$ cat config.mk
export PLATFORM = sky130hd
export DESIGN_NAME = instr_format_decode_lanes
export DESIGN_NICKNAME = d
export VERILOG_FILES = /design/src/pkg/instr_decode_pkg.sv /design/src/design/instr_format_decode_lanes.sv
export SDC_FILE = /design/constraint.sdc
export NUM_CORES = 1
export LEC_CHECK = 0
export BUFFER_PORTS_ARGS = -buffer_cell sky130_fd_sc_hd__buf_2
export CORE_MARGIN = 5
export CORE_UTILIZATION = 45
export DETAILED_ROUTE_END_ITERATION = 6
export PLACE_DENSITY = 0.72
export SYNTH_ARGS = -nofsm -noshare
export SYNTH_HDL_FRONTEND = slang
export SYNTH_SLANG_ARGS = --single-unit
export TNS_END_PERCENT = 30
$ cat constraint.sdc
create_clock -name clk_sys_in -period 7.4 [get_ports clk_sys_in]
set_input_delay 1.11 -clock clk_sys_in [delete_from_list [all_inputs] [get_ports clk_sys_in]]
set_output_delay 1.11 -clock clk_sys_in [all_outputs]
set_load 0.02 [all_outputs]
$ cat src/pkg/instr_decode_pkg.sv
/*
  Constants, field layouts and carrier types for the instruction format decoder.
  Assumes a single synchronous core clock and a fetch stage that delivers whole words.
*/
// Contract
// RQ1: Each instruction is one 32-bit word on a word-aligned address.
// RQ2: Three layouts: immediate, jump, register; operation code in bits 31:26.
// RQ3: Immediate and register layouts carry source bits 25:21, target bits 20:16.
// RQ4: Immediate layout carries a 16-bit constant in the low bits.
// RQ5: Register layout: destination 15:11, shift 10:6, function 5:0; jump target 25:0.
// RQ6: Loads and stores address as base plus sign-extended 16-bit displacement.
// RQ7: A use of the loaded register right after a load stalls the pipeline.
// RQ8: Access size comes only from the operation code.
// RQ9: The effective address names the lowest-order byte of the item.
// RQ10: Big endian puts byte 0 at bits 31:24, little endian at bits 7:0.
// RQ11: Lanes follow size and low three address bits within the permitted set.
// RQ12: Any other size and offset pairing raises an address error, no access.
// RQ13: Computation uses two registers, or one register and a 16-bit constant.
// RQ14: Multiplies go to a separate multiplier; product lands in high and low.
// RQ15: Moves from high or low stall until the product is available.
package instr_decode_pkg;

    localparam int          WORD_W      = 32;
    localparam int          OPC_MSB     = 31;
    localparam int          OPC_LSB     = 26;
    localparam int          SRC_MSB     = 25;
    localparam int          SRC_LSB     = 21;
    localparam int          TGT_MSB     = 20;
    localparam int          TGT_LSB     = 16;
    localparam int          DST_MSB     = 15;
    localparam int          DST_LSB     = 11;
    localparam int          SHF_MSB     = 10;
    localparam int          SHF_LSB     = 6;
    localparam int          FUN_MSB     = 5;
    localparam int          IMM_MSB     = 15;
    localparam int          JMP_MSB     = 25;
    localparam logic [1:0]  ALIGN_BITS  = 2'h0;
    localparam int          MUL_LAT_DEF = 4;

    // Operation codes are parameters of the classification only; values are plain defaults.
    localparam logic [5:0]  OPC_SPECIAL = 6'h00;
    localparam logic [5:0]  OPC_JUMP    = 6'h02;
    localparam logic [5:0]  OPC_JLINK   = 6'h03;
    localparam logic [5:0]  OPC_LB      = 6'h20;
    localparam logic [5:0]  OPC_LH      = 6'h21;
    localparam logic [5:0]  OPC_LT      = 6'h22;
    localparam logic [5:0]  OPC_LW      = 6'h23;
    localparam logic [5:0]  OPC_SB      = 6'h28;
    localparam logic [5:0]  OPC_SH      = 6'h29;
    localparam logic [5:0]  OPC_ST      = 6'h2a;
    localparam logic [5:0]  OPC_SW      = 6'h2b;
    localparam logic [5:0]  FN_MFH      = 6'h10;
    localparam logic [5:0]  FN_MFL      = 6'h12;
    localparam logic [5:0]  FN_MULT     = 6'h18;
    localparam logic [5:0]  FN_MULTU    = 6'h19;

    typedef enum logic [1:0]
    {
        FMT_IMM = 2'b00,
        FMT_JMP = 2'b01,
        FMT_REG = 2'b10
    } fmt_t;

    typedef enum logic [1:0]
    {
        SZ_BYTE   = 2'b00,
        SZ_HALF   = 2'b01,
        SZ_TRIPLE = 2'b10,
        SZ_WORD   = 2'b11
    } size_t;

    typedef struct packed
    {
        fmt_t        fmt;
        logic [5:0]  operation_code_field;
        logic [4:0]  source_reg_select;
        logic [4:0]  target_reg_select;
        logic [4:0]  dest_reg_select;
        logic [4:0]  shift_amount_field;
        logic [5:0]  function_field;
        logic [15:0] immediate_field;
        logic [25:0] jump_target_field;
    } fields_t;

    typedef struct packed
    {
        logic        valid;
        logic        is_store;
        size_t       size;
        logic [31:0] addr;
        logic [3:0]  lanes;
        logic        addr_error;
    } mem_req_t;

endpackage : instr_decode_pkg

$ cat src/design/instr_format_decode_lanes.sv
/*
  Decode stage: splits instruction words into fields, forms load and store addresses and
  byte lanes, and holds the pipeline for load-use and product-read hazards.
  Assumes the fetch stage holds its word while stall_out is high, and that the register
  file supplies the base value in the same cycle as the word.
*/
`timescale 1ns/100ps
`default_nettype none
module instr_format_decode_lanes #(
    parameter int MUL_LATENCY = instr_decode_pkg::MUL_LAT_DEF
) (
    input  wire logic                        clk_sys_in,
    input  wire logic                        rst_in,
    input  wire logic                        big_endian_in,
    input  wire logic                        instr_valid_in,
    input  wire logic [31:0]                 instr_in,
    input  wire logic [31:0]                 instr_addr_in,
    input  wire logic [31:0]                 base_value_in,
    output var  instr_decode_pkg::fields_t   fields_out,
    output var  instr_decode_pkg::mem_req_t  mem_req_out,
    output logic                             fetch_misaligned_out,
    output logic                             mul_start_out,
    output logic                             stall_out
);

    localparam logic [3:0] MUL_CNT = 4'(MUL_LATENCY);

    // Lane mask in little-endian bit order; mirrored for big endian.
    function automatic logic [4:0] lane_map(input instr_decode_pkg::size_t sz,
                                            input logic [2:0] lo);
        logic [4:0] r;
        r = 5'h10;
        unique case (sz)
            instr_decode_pkg::SZ_WORD:   if (lo == 3'h0) r = 5'h0f;
            instr_decode_pkg::SZ_TRIPLE: if (lo == 3'h0) r = 5'h07;
                                         else if (lo == 3'h1) r = 5'h0e;
            instr_decode_pkg::SZ_HALF:   if (lo == 3'h0) r = 5'h03;
                                         else if (lo == 3'h2) r = 5'h0c;
            instr_decode_pkg::SZ_BYTE:   if (lo[2] == 1'b0) r = {1'b0, 4'h1 << lo[1:0]};
        endcase
        return r;
    endfunction : lane_map

    instr_decode_pkg::fields_t f;
    logic                      is_load;
    logic                      is_store;
    instr_decode_pkg::size_t   sz;
    logic [31:0]               ea;
    logic [4:0]                lm;
    logic [3:0]                lanes_le;
    logic                      is_mul;
    logic                      is_mfp;
    logic                      load_use;
    logic                      prod_wait;
    logic                      accept;
    logic                      load_pend_r;
    logic [4:0]                load_reg_r;
    logic [3:0]                mul_cnt_r;

    // RQ2 format select
    always_comb
    begin
        f = '0;
        f.operation_code_field = instr_in[instr_decode_pkg::OPC_MSB:instr_decode_pkg::OPC_LSB];
        if (f.operation_code_field == instr_decode_pkg::OPC_SPECIAL)
            f.fmt = instr_decode_pkg::FMT_REG;
        else if (f.operation_code_field == instr_decode_pkg::OPC_JUMP ||
                 f.operation_code_field == instr_decode_pkg::OPC_JLINK)
            f.fmt = instr_decode_pkg::FMT_JMP;
        else
            f.fmt = instr_decode_pkg::FMT_IMM;
        // RQ3 source and target
        f.source_reg_select = instr_in[instr_decode_pkg::SRC_MSB:instr_decode_pkg::SRC_LSB];
        f.target_reg_select = instr_in[instr_decode_pkg::TGT_MSB:instr_decode_pkg::TGT_LSB];
        // RQ5 register fields
        f.dest_reg_select    = instr_in[instr_decode_pkg::DST_MSB:instr_decode_pkg::DST_LSB];
        f.shift_amount_field = instr_in[instr_decode_pkg::SHF_MSB:instr_decode_pkg::SHF_LSB];
        f.function_field     = instr_in[instr_decode_pkg::FUN_MSB:0];
        f.jump_target_field  = instr_in[instr_decode_pkg::JMP_MSB:0];
        // RQ4 RQ13 immediate operand
        f.immediate_field = instr_in[instr_decode_pkg::IMM_MSB:0];
        if (f.fmt == instr_decode_pkg::FMT_JMP)
        begin
            f.source_reg_select = '0;
            f.target_reg_select = '0;
        end
        if (f.fmt != instr_decode_pkg::FMT_REG)
        begin
            f.dest_reg_select    = '0;
            f.shift_amount_field = '0;
            f.function_field     = '0;
        end
        if (f.fmt != instr_decode_pkg::FMT_IMM)
            f.immediate_field = '0;
        if (f.fmt != instr_decode_pkg::FMT_JMP)
            f.jump_target_field = '0;
    end

    // RQ8 size from opcode
    always_comb
    begin
        is_load  = 1'b1;
        is_store = 1'b0;
        sz       = instr_decode_pkg::SZ_WORD;
        unique case (f.operation_code_field)
            instr_decode_pkg::OPC_LB: sz = instr_decode_pkg::SZ_BYTE;
            instr_decode_pkg::OPC_LH: sz = instr_decode_pkg::SZ_HALF;
            instr_decode_pkg::OPC_LT: sz = instr_decode_pkg::SZ_TRIPLE;
            instr_decode_pkg::OPC_LW: sz = instr_decode_pkg::SZ_WORD;
            instr_decode_pkg::OPC_SB: begin is_load = 1'b0; is_store = 1'b1;
                                      sz = instr_decode_pkg::SZ_BYTE; end
            instr_decode_pkg::OPC_SH: begin is_load = 1'b0; is_store = 1'b1;
                                      sz = instr_decode_pkg::SZ_HALF; end
            instr_decode_pkg::OPC_ST: begin is_load = 1'b0; is_store = 1'b1;
                                      sz = instr_decode_pkg::SZ_TRIPLE; end
            instr_decode_pkg::OPC_SW: begin is_load = 1'b0; is_store = 1'b1;
                                      sz = instr_decode_pkg::SZ_WORD; end
            default:                  is_load = 1'b0;
        endcase
    end

    // RQ6 base plus signed offset
    assign ea = base_value_in + {{16{f.immediate_field[15]}}, f.immediate_field};
    // RQ11 permitted lanes
    assign lm = lane_map(sz, ea[2:0]);
    // RQ9 RQ10 endian mirror
    assign lanes_le = big_endian_in ? {lm[0], lm[1], lm[2], lm[3]} : lm[3:0];

    assign is_mul = (f.fmt == instr_decode_pkg::FMT_REG) &&
                    (f.function_field == instr_decode_pkg::FN_MULT ||
                     f.function_field == instr_decode_pkg::FN_MULTU);
    assign is_mfp = (f.fmt == instr_decode_pkg::FMT_REG) &&
                    (f.function_field == instr_decode_pkg::FN_MFH ||
                     f.function_field == instr_decode_pkg::FN_MFL);

    // RQ7 load-use compare
    assign load_use = instr_valid_in && load_pend_r && (load_reg_r != 5'h00) &&
                      (load_reg_r == f.source_reg_select ||
                       (f.fmt != instr_decode_pkg::FMT_JMP && load_reg_r == f.target_reg_select));
    // RQ15 product wait
    assign prod_wait = instr_valid_in && is_mfp && (mul_cnt_r != 4'h0);
    assign accept    = instr_valid_in && !load_use && !prod_wait;

    always_ff @(posedge clk_sys_in or posedge rst_in)
    begin
        if (rst_in)
        begin
            load_pend_r <= 1'b0;
            load_reg_r  <= 5'h00;
        end
        else
        begin
            load_pend_r <= accept && is_load && !lm[4];
            load_reg_r  <= f.target_reg_select;
        end
    end

    // RQ14 multiplier busy count
    always_ff @(posedge clk_sys_in or posedge rst_in)
    begin
        if (rst_in)
            mul_cnt_r <= 4'h0;
        else if (accept && is_mul)
            mul_cnt_r <= MUL_CNT;
        else if (mul_cnt_r != 4'h0)
            mul_cnt_r <= mul_cnt_r - 4'h1;
    end

    always_ff @(posedge clk_sys_in or posedge rst_in)
    begin
        if (rst_in)
        begin
            fields_out           <= '0;
            mem_req_out          <= '0;
            fetch_misaligned_out <= 1'b0;
            mul_start_out        <= 1'b0;
            stall_out            <= 1'b0;
        end
        else
        begin
            stall_out     <= load_use || prod_wait;
            mul_start_out <= accept && is_mul;
            // RQ1 word alignment
            fetch_misaligned_out <= instr_valid_in &&
                                    (instr_addr_in[1:0] != instr_decode_pkg::ALIGN_BITS);
            if (accept)
                fields_out <= f;
            // RQ12 refused access carries no valid
            mem_req_out.valid    <= accept && (is_load || is_store) && !lm[4];
            mem_req_out.is_store <= is_store;
            mem_req_out.size     <= sz;
            mem_req_out.addr     <= ea;
            // RQ12 address error blocks lanes
            mem_req_out.lanes      <= lm[4] ? 4'h0 : lanes_le;
            mem_req_out.addr_error <= accept && (is_load || is_store) && lm[4];
        end
    end
endmodule : instr_format_decode_lanes
`default_nettype wire

Word-level counts from Yosys, hierarchy flattened. Cells that the tools add are included.

Add/sub/neg operators: 2. Eq/ne operators: 25. Shift-type cells: 1. Muxes and demuxes: 20. Reduce and logical (&&, ||, !) cells: 39.

Operator list (count): 6-bit equality test, second input constant (8); 32-bit adder (1); 16-bit 2-to-1 mux (2); 5-bit 2-to-1 mux (6); 26-bit 2-to-1 mux (1); 6-bit by 5-bit equality test with 1-bit output, second input constant (4); 5-bit one-hot mux with 4 select lines (1); 1-bit logical AND (17); 4-bit 2-to-1 mux (4); 6-bit by 2-bit equality test with 1-bit output, second input constant (2); 5-bit equality test (2); 10-bit 2-to-1 mux (1); 4-bit OR reduction (2); 2-bit equality test, second input constant (3); 6-bit zero test (1); 1-bit logical OR (6); 2-bit one-hot mux with 3 select lines (1); 2-bit nonzero test (3); 2-bit OR reduction (3); 5-bit nonzero test (1); 2-bit by 1-bit equality test with 1-bit output, second input constant (2); 4-bit nonzero test (1); 1-bit by 2-bit left shift with 4-bit output, first input constant (1); 4-bit by 1-bit subtractor with 4-bit output, second input constant (1); other kinds (9) (13).

Bits in registers: 130. Input bits: 100. Word-level logic and storage cells: 108.

Depth between registers and ports, before layout.
Depth in word-level cells: 15. Mapped depth: 15. Gate-level depth less buffers: 14.

Worst setup path after synthesis. OpenSTA, ideal clock, no wires.

Path type: in2reg. Start point: in instr_in[29]. End point: reg mem_req_out[30] (netlist bit). Setup time: 124 ps. Arrival time: 4087 ps. Slack: 3189 ps. Cell stages on the path: 14. Cell sequence: nor4_2 -> and2_1 -> clkbuf_1 -> nor2_1 -> and2_1 -> ha_1 -> clkbuf_1 -> nand3_1 -> or3_1 -> nand4b_1 -> o211a_1 -> o21ai_1 -> a31oi_1 -> xnor2_1.

RTL lines: from (decl) (line instr_format_decode_lanes.sv:16) `input wire logic [31:0] instr_in,`; to (decl) (line instr_format_decode_lanes.sv:20) `output var instr_decode_pkg::mem_req_t mem_req_out,`.

==> out/summary.txt <==
run status: finished clean
Hold WS: 0.484 ns
Setup WS post-layout: 2.69 ns
f_max: 0.212 GHz
Fin. Hold Viols: 0
power per cell area: 255 nW/um2
row count: 45
Period minus WS final: 4.71 ns
max_cap viols: 0
warnings from Yosys: 0
vias per cell: 5.20
Initial Utilization: 45.4%
antenna cells: 0
Worst Hold Class: reg2reg
Avg Inst Size Synth: 10.5 um2
flops & latches, synth: 130
setup tns final: 0 ns
final period utilization: 63.7%
I/O Buffers: 189
Vias: 5,425
Worst-Skew Late Latency: 0.42 ns
CTS tree: yes
initial drt markers: 261
Crit Path Max Fanout: 19
global route overflow: 0
Synth Net Count: 785
Final Net Count: 976
TritonCTS Sinks: 130
Post-CTS Setup Bufs: 0
die footprint: 17,700 um2
Design Power: 2.17 mW
number of synthesized flops with an enable pin: 0
max_slew headroom: 42.3%
vias in the first global route: 5,388
Die X: 133 um
drt pass-1 iters: 4
post-cts resize count: 0
Total Routing Usage GR: 19.3%
sequential-to-total area share from yosys stat: 47.6%
commonest non-fill, non-tap cell in the layout: buf_2
Root Driver: clkbuf_16
Fillers: 1,302
Critical Path RT: 7.69 ns
area leader, netlist: dfrtp_1
commonest cells after routing, fill and taps aside: buf_2 (189), dfrtp_1 (130), nand2_1 (73)
Final Skew: 0.00885 ns
Synth Flop Type: dfrtp_1
Cells after Synth: 652
Startpoint Class: input port
Async S/R FF share, synth: 100%
H-tree Lvls: 4
Worst Max-Slew Pin Slew: 0.865 ns
crit path DAT: 5.00 ns
pre-CTS WS: 2.36 ns
Core Box Area: 15,000 um2
drt drc: 0
maximum VDD drop: 177 uV
RSZ-0062 raised after global routing: false
Crit. End Element: flop
# hold bufs at CTS: 0
Die H: 133 um
clock buffer depth: 2
Leakage: 4.30 nW
Setup CP Type: in2reg
HPWL after DPL: 12,500 um
largest net degree at the start of global routing: 70
share of cells above drive strength 1: 30.1%
final wirelength: 17,000 um
max-slew violations: 0
Clk pin slew, worst setup/hold paths: 0.06 ns
Cell Area, Synth: 6830 um2
Synth top area share: 47.6%
post-synth cell types: 62
top area cells in the synthesized netlist: dfrtp_1 (48%), mux2i_1 (6.9%), ha_1 (5.9%)
initial antenna violation count: 1
# IOs: 220
Final setup viols: 0
global-route wire length before repair: 27,400 um
Routed WL per cell: 16.3 um
DRT antenna net count: 0
total CTS buffers: 17
placer congestion estimate: 0.808
P&R area growth vs syn: 24.9%
state kept, by name, summed over array words and instances, names as in the netlist:
| name | cells |
|---|---|
| mul_cnt_r | 4 |
| load_pend_r | 1 |
| fields_out | 76 |
| fetch_misaligned_out | 1 |
| mem_req_out | 41 |
| stall_out | 1 |
| mul_start_out | 1 |
| load_reg_r | 5 |
cells in the mapped netlist, types with 7 or more instances:
cell type / instances
xor2_1: 17
and2_1: 26
clkbuf_1: 13
xnor2_1: 23
nor2_1: 23
mux2_2: 25
ha_1: 32
nand2_1: 73
nand4_1: 7
mux2i_1: 47
mux2_1: 7
o21a_1: 9
a21oi_1: 32
a21o_1: 19
inv_1: 60
o21ai_0: 16
nand3_1: 9
dfrtp_1: 130
nor3_1: 8
final cells by class:
cell class                 instances  area, um2  area share [%]
clock inverter                    10        120            1.41
multi-input combinational        439       3210            37.6
tap                              188        235            2.76
inverter                          60        230            2.70
clock buffer                      22        494            5.79
timing repair buffer             195        991            11.6
sequential                       130       3250            38.1
worst paths after layout:
| check | depth (start not counted) | slack [ns] | to | startpoint |
|---|---|---|---|---|
| setup / recovery | 15 | 2.69 | mem_req_out[34] | instr_in[29] |
| hold / removal | 1 | 0.48 | fields_out[71] | fields_out[71] |
| hold reg to reg | 1 | 0.48 | fields_out[71] | fields_out[71] |
| setup reg to reg | 8 | 4.62 | fields_out[38] | load_reg_r[4] |
| max in group asynchronous | 3 | 5.35 | fields_out[44] | rst_in |
| min in group asynchronous | 2 | 0.77 | mem_req_out[29] | rst_in |
worst max-delay path, stage by stage:
cell and delay [ns]:
buf_2 0.13, nor4_2 0.36, nor3b_2 0.22, buf_4 0.25
nor2_1 0.06, buf_4 0.18, and2_1 0.45, ha_1 0.53
a21oi_1 0.21, a21boi_0 0.12, o22ai_1 0.22, o211ai_1 0.18
a211oi_1 0.61, a21oi_1 0.19, xor2_1 0.18
metal layers:
| metal | vias to the layer above | global-route usage, % | part of all wire, % | wire [um] |
|---|---|---|---|---|
| li1 | 2629 | - | - | - |
| met3 | 28 | 5.89 | 7.2 | 1220 |
| met2 | 171 | 31.1 | 47 | 8060 |
| met5 | - | 0 | 0.041 | 7 |
| met4 | 2 | 6.80 | 2.1 | 352 |
| met1 | 2595 | 24.6 | 43 | 7340 |
report_power, final:
| part | total (mW) | switching [mW] | internal [mW] | leakage, nW |
|---|---|---|---|---|
| Clock | 0.861 | 0.318 | 0.543 | 0.300 |
| Combinational | 0.490 | 0.296 | 0.194 | 2.36 |
| Sequential | 0.822 | 0.0324 | 0.790 | 1.64 |
per-stage QoR:
stage,cell area [um2],util [%],std cells
after global routing,8530,56.7,1044
after detailed placement,7920,52.7,1012
after global placement,7920,52.7,1012
after floorplan,6830,-,652
final,8530,56.7,1044
after CTS,8530,56.7,1044
cells by family (layout without fill, tap and decap cells):
family / Yosys count / after routing / share of synthesized area (%)
simple gates: 172 / 172 / 12.4
flops: 130 / 130 / 47.6
compound gates: 115 / 115 / 11.2
buf+inv: 83 / 287 / 5.39
mux: 79 / 79 / 12.2
xor+xnor: 40 / 40 / 5.13
fa+ha+maj: 33 / 33 / 6.16
(Power assumes the default switching activity.)
